===== src/hdl/epc_pkg.sv =====
/*
 Constants, opcodes, status layout and decoder states of the serial EEPROM front end.
 Assumes a 10 MHz system clock that oversamples every serial pin.
*/
package epc_pkg;
   // System clock period and the internal write cycle time.
   localparam int CLK_PERIOD_NS = 100;
   localparam int T_WC_MS = 5;
   localparam int NS_PER_MS = 1000000;
   localparam int WC_CYCLES_DEF = T_WC_MS * NS_PER_MS / CLK_PERIOD_NS;
   // Instruction bytes.
   localparam logic [7:0] OP_WRSR = 8'h01;
   localparam logic [7:0] OP_WRITE = 8'h02;
   localparam logic [7:0] OP_READ = 8'h03;
   localparam logic [7:0] OP_WRDI = 8'h04;
   localparam logic [7:0] OP_RDSR = 8'h05;
   localparam logic [7:0] OP_WREN = 8'h06;
   // Status register field positions.
   localparam int SR_HONOR = 7;
   localparam int SR_BP1 = 3;
   localparam int SR_BP0 = 2;
   localparam int SR_WEL = 1;
   localparam int SR_WIP = 0;
   localparam logic [1:0] BP_RESET = 2'h0;
   // Synchroniser reset: chip select, serial clock, serial input, pause, protect.
   localparam logic [4:0] SYNC_RESET = 5'h13;
   localparam logic [2:0] BIT_LAST = 3'h7;
   localparam logic [1:0] NB_ONE = 2'h1;
   localparam logic [1:0] NB_MAX = 2'h3;
   typedef enum logic [2:0] {
      ST_INSTR, ST_ADDR, ST_DATA_IN, ST_STATUS_IN, ST_DATA_OUT, ST_IGNORE
   } epc_state_t;
endpackage


===== src/hdl/epc_front.sv =====
/*
 Serial front end of a small serial EEPROM: select, shift, pause, protect and write timing.
 Assumes the memory array sits outside and answers arr_rdata_in within one clock of
 arr_addr_out, and that the serial clock is far slower than clk_sys_in.
*/
// Functional notes
// RULE_01: Chip select low selects; high deselects into standby.
// RULE_02: A started programming cycle completes; standby comes only afterwards.
// RULE_03: Serial output floats whenever deselected.
// RULE_04: Chip select rising after a valid write sequence starts the write cycle.
// RULE_05: The write cycle lasts at most 5 ms from that rising edge.
// RULE_06: Host drives chip select low after power-up before any command.
// RULE_07: Read data bits change after each serial clock falling edge.
// RULE_08: Input bits are captured on each serial clock rising edge.
// RULE_09: Protect pin low with honor bit set refuses status writes.
// RULE_10: Protect pin changes after a write cycle began do not affect it.
// RULE_11: With honor bit clear the protect pin is ignored.
// RULE_12: Pause suspends the transfer without reset; release continues at that bit.
// RULE_13: Pause applies at once with clock low, else at next falling edge.
// RULE_14: Resume applies at once with clock low, else at next falling edge.
// RULE_15: While paused, serial input and clock are ignored.
// RULE_16: Host keeps select low while paused and pause high when unused.
// RULE_17: Output floats at once on pause fall and drives on pause rise.
// RULE_18: All bytes travel most significant bit first.
// RULE_19: Host keeps select low and pause high for a whole operation.
// RULE_20: Select rising on an incomplete or other sequence returns to idle.
`timescale 1ns/1ns
module epc_front #(
   parameter int WC_CYCLES = epc_pkg::WC_CYCLES_DEF,
   parameter int ADDR_W = 15,
   parameter int PAGE_BYTES = 64
) (
   input wire logic clk_sys_in,
   input wire logic sys_rst_in,
   input wire logic cs_n_in,
   input wire logic sck_in,
   input wire logic si_in,
   input wire logic hold_n_in,
   input wire logic wp_n_in,
   output logic so_out,
   output logic so_oe_out,
   output logic standby_out,
   output logic busy_out,
   output logic [ADDR_W-1:0] arr_addr_out,
   input wire logic [7:0] arr_rdata_in,
   output logic [7:0] arr_wdata_out,
   output logic arr_wr_out,
   output logic arr_commit_out
);
   import epc_pkg::*;

   localparam int PB = $clog2(PAGE_BYTES);
   localparam int CNT_W = $clog2(WC_CYCLES + 1);

   // Refuse shapes that the page wrap or the counter cannot serve.
   if (PAGE_BYTES < 2 || (1 << PB) != PAGE_BYTES || ADDR_W > 16 || ADDR_W <= PB ||
       WC_CYCLES < 2) begin : g_bad_params
      $error("epc_front: unsupported parameter values");
   end

   logic [4:0] meta_ff;
   logic [4:0] sync_ff;
   logic sck_d_ff;
   logic cs_d_ff;
   logic paused_ff;
   epc_state_t state_ff;
   logic [7:0] rx_shift_ff;
   logic [2:0] bitcnt_ff;
   logic [7:0] op_ff;
   logic [15:0] addr_ff;
   logic addr_hi_ff;
   logic [1:0] nbytes_ff;
   logic [7:0] sr_pend_ff;
   logic load_pend_ff;
   logic [7:0] tx_byte_ff;
   logic so_ff;
   logic out_en_ff;
   logic wip_ff;
   logic wel_ff;
   logic honor_ff;
   logic [1:0] bp_ff;
   logic commit_sr_ff;
   logic [CNT_W-1:0] wc_cnt_ff;
   logic arr_wr_ff;
   logic [7:0] wdata_ff;
   logic commit_ff;

   // Two flip-flops on every pin; only the second stage is read.
   always_ff @(posedge clk_sys_in or posedge sys_rst_in) begin
      if (sys_rst_in) begin
         meta_ff <= SYNC_RESET;
         sync_ff <= SYNC_RESET;
      end else begin
         meta_ff <= {cs_n_in, sck_in, si_in, hold_n_in, wp_n_in};
         sync_ff <= meta_ff;
      end
   end

   logic cs_s, sck_s, si_s, hold_s, wp_s;
   assign {cs_s, sck_s, si_s, hold_s, wp_s} = sync_ff;

   // Edge history; chip select resets high so a low level must be seen first.
   always_ff @(posedge clk_sys_in or posedge sys_rst_in) begin
      if (sys_rst_in) begin
         sck_d_ff <= 1'b0;
         cs_d_ff <= 1'b1; // [RULE_06]
      end else begin
         sck_d_ff <= sck_s;
         cs_d_ff <= cs_s;
      end
   end

   logic selected, sck_rise, sck_fall, cs_rise, act_rise, act_fall, byte_done;
   logic [7:0] nxt_shift;
   assign selected = ~cs_s; // [RULE_01]
   assign sck_rise = sck_s & ~sck_d_ff;
   assign sck_fall = ~sck_s & sck_d_ff;
   assign cs_rise = cs_s & ~cs_d_ff;
   assign act_rise = sck_rise & selected & ~paused_ff; // [RULE_15]
   assign act_fall = sck_fall & selected & ~paused_ff; // [RULE_15]
   assign byte_done = act_rise & (bitcnt_ff == BIT_LAST);
   assign nxt_shift = {rx_shift_ff[6:0], si_s}; // [RULE_18]

   // Pause follows the pin only while the clock is low, which covers both the
   // immediate case and the wait for the next falling edge.
   always_ff @(posedge clk_sys_in or posedge sys_rst_in) begin
      if (sys_rst_in) begin
         paused_ff <= 1'b0;
      end else if (cs_s) begin
         paused_ff <= 1'b0;
      end else if (~sck_s && (paused_ff == hold_s)) begin
         paused_ff <= ~hold_s; // [RULE_13] [RULE_14]
      end
   end

   // Serial decoder; pausing only freezes it, so the sequence resumes at the same bit.
   always_ff @(posedge clk_sys_in or posedge sys_rst_in) begin
      if (sys_rst_in) begin
         state_ff <= ST_INSTR;
         rx_shift_ff <= 8'h00;
         bitcnt_ff <= 3'h0;
         op_ff <= 8'h00;
         addr_ff <= 16'h0000;
         addr_hi_ff <= 1'b0;
         nbytes_ff <= 2'h0;
         sr_pend_ff <= 8'h00;
         load_pend_ff <= 1'b0;
      end else if (cs_s) begin
         state_ff <= ST_INSTR; // [RULE_20]
         bitcnt_ff <= 3'h0;
         addr_hi_ff <= 1'b0;
         nbytes_ff <= 2'h0;
         load_pend_ff <= 1'b0;
      end else begin
         load_pend_ff <= 1'b0;
         if (act_rise) begin
            rx_shift_ff <= nxt_shift; // [RULE_08] [RULE_12]
            bitcnt_ff <= bitcnt_ff + 3'h1;
         end
         if (byte_done) begin
            unique case (state_ff)
               ST_INSTR: begin
                  op_ff <= nxt_shift;
                  if (nxt_shift == OP_RDSR) begin
                     state_ff <= ST_DATA_OUT;
                     load_pend_ff <= 1'b1;
                  end else if ((nxt_shift == OP_READ || nxt_shift == OP_WRITE) && !wip_ff) begin
                     state_ff <= ST_ADDR;
                  end else if (nxt_shift == OP_WRSR && !wip_ff) begin
                     state_ff <= ST_STATUS_IN;
                  end else begin
                     state_ff <= ST_IGNORE;
                  end
               end
               ST_ADDR: begin
                  addr_ff <= {addr_ff[7:0], nxt_shift};
                  addr_hi_ff <= ~addr_hi_ff;
                  if (addr_hi_ff) begin
                     state_ff <= (op_ff == OP_READ) ? ST_DATA_OUT : ST_DATA_IN;
                     load_pend_ff <= (op_ff == OP_READ);
                  end
               end
               ST_DATA_IN: begin
                  // Writes wrap inside the page instead of spilling into the next one.
                  addr_ff[PB-1:0] <= addr_ff[PB-1:0] + PB'(1);
                  if (nbytes_ff != NB_MAX) nbytes_ff <= nbytes_ff + 2'h1;
               end
               ST_STATUS_IN: begin
                  sr_pend_ff <= nxt_shift;
                  if (nbytes_ff != NB_MAX) nbytes_ff <= nbytes_ff + 2'h1;
               end
               ST_DATA_OUT: begin
                  if (op_ff == OP_READ) addr_ff <= addr_ff + 16'h0001;
                  load_pend_ff <= 1'b1;
               end
               ST_IGNORE: begin
                  if (nbytes_ff != NB_MAX) nbytes_ff <= nbytes_ff + 2'h1;
               end
            endcase
         end
      end
   end

   // One strobe per complete data byte towards the external page buffer.
   always_ff @(posedge clk_sys_in or posedge sys_rst_in) begin
      if (sys_rst_in) begin
         arr_wr_ff <= 1'b0;
         wdata_ff <= 8'h00;
      end else begin
         arr_wr_ff <= byte_done && state_ff == ST_DATA_IN && !cs_s;
         if (byte_done && state_ff == ST_DATA_IN) wdata_ff <= nxt_shift;
      end
   end

   logic [7:0] status_rd;
   assign status_rd = {honor_ff, 3'h0, bp_ff, wel_ff, wip_ff};

   // Output byte is fetched after the rising edge that ends the previous byte and
   // shifted out on falling edges, so it is stable long before the next rise.
   always_ff @(posedge clk_sys_in or posedge sys_rst_in) begin
      if (sys_rst_in) begin
         tx_byte_ff <= 8'h00;
         so_ff <= 1'b0;
         out_en_ff <= 1'b0;
      end else if (cs_s) begin
         out_en_ff <= 1'b0;
      end else begin
         if (load_pend_ff) tx_byte_ff <= (op_ff == OP_RDSR) ? status_rd : arr_rdata_in;
         if (act_fall && state_ff == ST_DATA_OUT && !load_pend_ff) begin
            so_ff <= tx_byte_ff[3'(BIT_LAST - bitcnt_ff)]; // [RULE_07] [RULE_18]
            out_en_ff <= 1'b1;
         end
      end
   end

   logic write_ok, wrsr_ok, protect_hit, wc_last;
   assign protect_hit = honor_ff & ~wp_s; // [RULE_09] [RULE_11]
   assign write_ok = cs_rise && !wip_ff && wel_ff && op_ff == OP_WRITE &&
                     state_ff == ST_DATA_IN && bitcnt_ff == 3'h0 && nbytes_ff != 2'h0;
   assign wrsr_ok = cs_rise && !wip_ff && wel_ff && !protect_hit && op_ff == OP_WRSR &&
                    state_ff == ST_STATUS_IN && bitcnt_ff == 3'h0 && nbytes_ff == NB_ONE;
   assign wc_last = wip_ff && wc_cnt_ff == CNT_W'(WC_CYCLES - 1);

   // Write cycle timer runs on the system clock, blind to select and protect pins.
   always_ff @(posedge clk_sys_in or posedge sys_rst_in) begin
      if (sys_rst_in) begin
         wip_ff <= 1'b0;
         wc_cnt_ff <= '0;
         commit_sr_ff <= 1'b0;
         commit_ff <= 1'b0;
      end else begin
         commit_ff <= write_ok;
         if (write_ok || wrsr_ok) begin
            wip_ff <= 1'b1; // [RULE_04]
            wc_cnt_ff <= '0;
            commit_sr_ff <= wrsr_ok; // [RULE_10]
         end else if (wc_last) begin
            wip_ff <= 1'b0; // [RULE_05] [RULE_02]
         end else if (wip_ff) begin
            wc_cnt_ff <= wc_cnt_ff + CNT_W'(1);
         end
      end
   end

   // Enable latch and nonvolatile status bits.
   always_ff @(posedge clk_sys_in or posedge sys_rst_in) begin
      if (sys_rst_in) begin
         wel_ff <= 1'b0;
         honor_ff <= 1'b0;
         bp_ff <= BP_RESET;
      end else if (wc_last) begin
         wel_ff <= 1'b0;
         if (commit_sr_ff) begin
            honor_ff <= sr_pend_ff[SR_HONOR];
            bp_ff <= {sr_pend_ff[SR_BP1], sr_pend_ff[SR_BP0]};
         end
      end else if (cs_rise && !wip_ff && state_ff == ST_IGNORE && bitcnt_ff == 3'h0 &&
                   nbytes_ff == 2'h0) begin
         if (op_ff == OP_WREN) wel_ff <= 1'b1;
         if (op_ff == OP_WRDI) wel_ff <= 1'b0;
      end
   end

   assign so_out = so_ff;
   assign so_oe_out = selected & hold_s & out_en_ff; // [RULE_03] [RULE_17]
   assign standby_out = cs_s & ~wip_ff; // [RULE_01] [RULE_02]
   assign busy_out = wip_ff;
   assign arr_addr_out = addr_ff[ADDR_W-1:0];
   assign arr_wdata_out = wdata_ff;
   assign arr_wr_out = arr_wr_ff;
   assign arr_commit_out = commit_ff;
endmodule


===== config.mk =====
export PLATFORM = sky130hd
export DESIGN_NAME = epc_front
export DESIGN_NICKNAME = d
export VERILOG_FILES = /design/src/hdl/epc_pkg.sv /design/src/hdl/epc_front.sv
export SDC_FILE = /design/constraint.sdc
export NUM_CORES = 1
export LEC_CHECK = 0
export ABC_AREA = 1
export BUFFER_PORTS_ARGS = -buffer_cell sky130_fd_sc_hd__buf_4
export CORE_MARGIN = 3
export CORE_UTILIZATION = 44
export DETAILED_ROUTE_END_ITERATION = 8
export GPL_ROUTABILITY_DRIVEN = 0
export PLACE_DENSITY_LB_ADDON = 0.08
export RECOVER_POWER = 25
export REMOVE_ABC_BUFFERS = 1
export SLEW_MARGIN = 25
export SYNTH_ARGS = -nofsm -noshare
export SYNTH_HDL_FRONTEND = slang
export SYNTH_SLANG_ARGS = --single-unit

===== constraint.sdc =====
create_clock -name clk_sys_in -period 2.7 [get_ports clk_sys_in]
set_clock_uncertainty 0.15 [all_clocks]
set_input_delay 0.135 -clock clk_sys_in [delete_from_list [all_inputs] [get_ports clk_sys_in]]
set_output_delay 0.135 -clock clk_sys_in [all_outputs]
set_load 0.05 [all_outputs]

; Yosys cells after proc, flatten, opt, wreduce, memory -nomap -nowiden
; Cells that the tools add are included.
[classes]
muxes = 41
reduce_logical = 60
addsub = 6
n_bitwise = 21
n_lt_le_gt_ge = 1
n_eq_ne = 23
[ops]
columns = op, count
row1 = $mux 16, 4
row2 = $add 16x1->16 const B, 2
row3 = $eq 8x2->1 const B, 4
row4 = $eq 8x3->1 const B, 4
row5 = $mux 3, 9
row6 = $reduce_bool 2->1, 12
row7 = $logic_and 1x1->1, 22
row8 = $pmux 10 s2, 1
row9 = $mux 1, 18
row10 = $pmux 6 s3, 1
row11 = $eq 16x16->1 const B, 1
row12 = $eq 8x1->1 const B, 2
row13 = $reduce_and 2->1, 7
row14 = $and 1x1->1, 12
row15 = $reduce_and 3->1, 4
row16 = $eq 3x3->1 const B, 3
row17 = $not 1->1, 9
row18 = $reduce_bool 3->1, 3
row19 = $mux 2, 4
row20 = $mux 8, 1
row21 = $reduce_and 4->1, 2
row22 = $add 6x1->6 const B, 1
row23 = $eq 3x2->1 const B, 2
row24 = $logic_not 3->1, 2
row25 = other kinds (17), 22
[word_totals]
in_bits = 15
wordCells = 179
out_inout_bits = 29
reg_bits = 104

; Logic depth before layout (Yosys ltp)
[logic_depth]
word_depth = 12
ltp_mapped = 12
depth_no_buf = 11

; Least setup slack after synthesis
; No wires, ideal clock.
[synth_path]
kind = flip-flop to flip-flop
from = register wip_ff, in the netlist busy_out
to = register wc_cnt_ff[14]
synth_period_minus_slack_ns = 2.020
setup_ns = 0.120
required_ns = 2.430
path_stages_with_launch = 11
n_path_buf = 2
arrival_ns = 1.750
path_slack_ns = 0.680
cell_sequence = dfrtp_1 buf_4 nor2_8 nand3_2 inv_1 nand3_1 nor2_1 nor2_2 buf_6 nand3_1 nand2_1
[synth_via]
elab_chain_cells = 11
elab_cells_between_ends = 18
cone_classes = 1 x eq/ne / 1 x mux / 16 x reduce/logical
[synth_lines]
columns = item, line_no
row1 = from (decl), epc_front.sv:78  ; logic wip_ff;
row2 = from (signal assigned), epc_front.sv:247  ; wip_ff <= 1'b0;
row3 = from (signal assigned), epc_front.sv:254  ; wip_ff <= 1'b1;
row4 = from (signal assigned), epc_front.sv:258  ; wip_ff <= 1'b0;
row5 = $logic_not 1->1, "epc_front.sv:238, epc_front.sv:240"
row6 = $logic_and 1x1->1 (2 in series), "epc_front.sv:238, epc_front.sv:240"
row7 = $logic_and 1x1->1 (3 in series), epc_front.sv:240  ; assign wrsr_ok = cs_rise && !wip_ff && wel_ff && !protect_hit && op_ff == OP_WRSR &&
row8 = $logic_and 1x1->1 (2 in series), epc_front.sv:241  ; state_ff == ST_STATUS_IN && bitcnt_ff == 3'h0 && nbytes_ff == NB_ONE;
row9 = $logic_or 1x1->1, epc_front.sv:253  ; if (write_ok || wrsr_ok) begin
row10 = $ne 2x1->1 (no source line) or $reduce_bool 2->1 (tied branches), -
row11 = $reduce_and 2->1 (no source line), -
row12 = to (signal assigned), epc_front.sv:260  ; wc_cnt_ff <= wc_cnt_ff + CNT_W'(1);
row13 = to (decl), epc_front.sv:83  ; logic [CNT_W-1:0] wc_cnt_ff;
; Parallel ways exist; a longest one is shown, timed or not.
; A chain may end at the register's enable or synchronous reset.

; Worst setup path in the final report
[layout_path]
from = register sync_ff[4]
to = register wc_cnt_ff[6]
[layout_via]
elab_chain_cells = 11
elab_cells_between_ends = 17
cone_classes = 1 x eq/ne / 1 x mux / 1 x bitwise / 14 x reduce/logical
[layout_lines]
columns = item, line_no
row1 = from (decl), epc_front.sv:62  ; logic [4:0] sync_ff;
row2 = from (signal assigned), epc_front.sv:95  ; sync_ff <= meta_ff;
row3 = $and 1x1->1 (*), epc_front.sv:118  ; assign cs_rise = cs_s & ~cs_d_ff;
row4 = $logic_and 1x1->1 (*) (2 in series), "epc_front.sv:238, epc_front.sv:240"
row5 = $logic_and 1x1->1 (3 in series), epc_front.sv:240
row6 = $logic_and 1x1->1 (2 in series), epc_front.sv:241
row7 = $logic_or 1x1->1 (*), epc_front.sv:253
row8 = $ne 2x1->1 (no source line) or $reduce_bool 2->1 (tied branches), -
row9 = $reduce_and 2->1 (no source line), -
; Every way passes the cells marked *; elsewhere a longest branch is shown, timed or not.

==> results.cfg <==
[outcome]
status = finished, final reports clean

[placement]
dp_hpwl_um = 9200
pre_cts_ws_ns = 0.626
io_buffers = 43

[grt]
grt_pass1_vias = 4496
grt.total_usage = 0.204
grt_overflow_total = 0
grt_antenna_before_repair = 0
grt_max_degree = 52
grt_pass1_wl_um = 21800

[timing]
slew_headroom = 0.270
fmax_mhz = 445
tightest_slew_ns = 1.09
setup_tns_ns = 0
period_share = 0.833
setup_viol = 0
final-hold-violation-count = 0
rsz0062_at_grt = no
layout_min_cycle_time_ns = 2.25
fin_ws_ns = 0.451
slew_violations = 0

[detailed_routing]
routed_wirelength_um = 12600
drt-wirelength-per-cell_um = 14.1
first_pass_iters = 6
via_per_inst = 5.16
antenna_left = 0
vias = 4610
drc = 0
drt_iter0_drc = 286

[synthesis]
seq_area_frac_synth = 0.461
yosys_warnings = 0
syn-instance-count = 685
syn_avg_cell_area_um2 = 7.80
synth_cell_types = 36
synth_seq_cells = 98
syn_area_um2 = 5340
synth_edf_count = 0
ys.flop_type = dfrtp_1
async_reset_ff_frac = 1.00

[pwr]
power_leakage_nw = 2.93
powerDensity_nw_per_um2 = 506
ir_drop_mv = 0.322

[floorplanning]
fp.dieW_um = 116
fp.dieH_um = 116
die_area_um2 = 13500
io-pin-count = 44
start_util = 0.458
core_area_um2 = 11700
rows = 39

[cells_and_area]
layout_commonest_cell = nand2_1
final_cell_mix = nand2_1, dfrtp_1, inv_1, nor2_1, o21ai_0
area_delta_synth_final_pct = 16.8
antenna_cells = 0
multiInputGateArea_um2 = 2420
ff_latch_area_um2 = 2460
final_nets = 769
fill_cells = 1087
drive_above_1_share = 0.158

[cts]
cts.repair.resized = 0
cts_inserted_buffers = 9
clkSinkCount = 98
h-tree-depth = 3
insertion_delay_ns = 0.35
clock_path_buffers = 2
cts_root_buffer = clkbuf_16
hold_buffers = 14
cts_tree = yes
path_clk_slew_ns = 0.07
post_cts_buffers = 0

[worst_setup_path]
cp.arrival_ns = 2.33
critical_path_class = reg -> reg
cp-start-kind = register
endpoint_kind = register
path_max_fanout = 10
worstPathRequired_ns = 2.78

[hold_path]
hp-class = reg -> reg

[flow_run]
cap_viol_max_count = 0
-- cell families after synthesis --
logic type	after synthesis	share of synthesized area
DFF	98	0.461
xor gates and xnor gates	4	0.00656
adders and majority gates	8	0.0187
and+or+nand+nor	376	0.333
AOI/OAI and AO/OA	91	0.0951
buffers and inverters	108	0.0857
-- synth_stat cells, drive strengths merged, types with 2 or more instances --
master / n / share of area
a21oi: 9 / 0.0084
a31oi: 4 / 0.0047
buf: 9 / 0.015
clkbuf: 2 / 0.0014
dfrtp: 91 / 0.43
dfstp: 7 / 0.034
ha: 8 / 0.019
inv: 97 / 0.070
nand2: 180 / 0.13
nand3: 57 / 0.066
nand4: 29 / 0.034
nor2: 86 / 0.076
nor3: 20 / 0.021
o211ai: 3 / 0.0042
o21ai: 70 / 0.071
o21bai: 3 / 0.0042
o22ai: 2 / 0.0023
xor2: 4 / 0.0066
-- final timing paths --
| check | startpoint | cells past startpoint | end | slack (ns) |
|---|---|---|---|---|
| setup / recovery | sync_ff[4]$_DFF_PP1_ | 7 | wc_cnt_ff[6]$_DFFE_PP0P_ | 0.45 |
| hold / removal | meta_ff[2]$_DFF_PP0_ | 0 | sync_ff[2]$_DFF_PP0_ | 0.21 |
| setup reg to reg | sync_ff[4]$_DFF_PP1_ | 7 | wc_cnt_ff[6]$_DFFE_PP0P_ | 0.45 |
| hold reg to reg | meta_ff[2]$_DFF_PP0_ | 0 | sync_ff[2]$_DFF_PP0_ | 0.21 |
| max in group asynchronous | sys_rst_in | 4 | sync_ff[4]$_DFF_PP1_ | 1.04 |
| min in group asynchronous | sys_rst_in | 3 | so_out$_DFFE_PP0P_ | 0.49 |
-- layout make-up --
| class | count | share of cell area |
|---|---|---|
| Multi-Input combinational cell | 479 | 0.388 |
| Sequential cell | 98 | 0.395 |
| Clock inverter | 5 | 0.00742 |
| Clock buffer | 11 | 0.0405 |
| Inverter | 97 | 0.0596 |
| Timing Repair Buffer | 61 | 0.0810 |
| Tap cell | 143 | 0.0287 |
-- stage by stage --
stage / instance area [um2] / total power [mW] / hold slack [ns] / utilization / instances
2_1_floorplan: 5260 / 1.80 / -0.0105 / - / 674
3_3_place_gp: 5800 / 1.89 / 0.0936 / 0.497 / 864
3_5_place_dp: 5800 / 1.90 / 0.0942 / 0.497 / 864
4_1_cts: 6240 / 3.20 / 0.211 / 0.535 / 894
5_1_grt: 6240 / 3.32 / 0.213 / 0.535 / 894
6_report: 6240 / 3.16 / 0.208 / 0.535 / 894
-- flip-flops by register name (all words and copies together), names as in the netlist, 5 cells and up --
signal and cells:
sync_ff 5, meta_ff 5, tx_byte_ff 8, op_ff 8
rx_shift_ff 7, arr_wdata_out 8, wc_cnt_ff 16, addr_ff 15
-- worst max-delay path, cell delays in order (launching register included) --
cell     delay, ns
dfstp_1       0.83
inv_6         0.11
nor2_8        0.12
nand3_2       0.10
nor2_1        0.12
nand4_1       0.38
nand4_1       0.26
nand2_1       0.07
-- layer usage --
layer / up-vias / routed length [um] / GRT usage / share of wire
li1: 2340 / - / - / -
met1: 2158 / 6160 / 0.280 / 0.49
met2: 100 / 5840 / 0.328 / 0.46
met3: 12 / 475 / 0.0487 / 0.038
met4: 0 / 107 / 0.0495 / 0.0085
met5: - / 0 / 0 / 0
-- power by group --
part	switching, mW	internal, mW	leakage, nW
registers	0.0548	1.51	1.28
clock network	0.582	0.690	0.148
logic	0.215	0.101	1.49
Power figures use the tool's default switching activity.
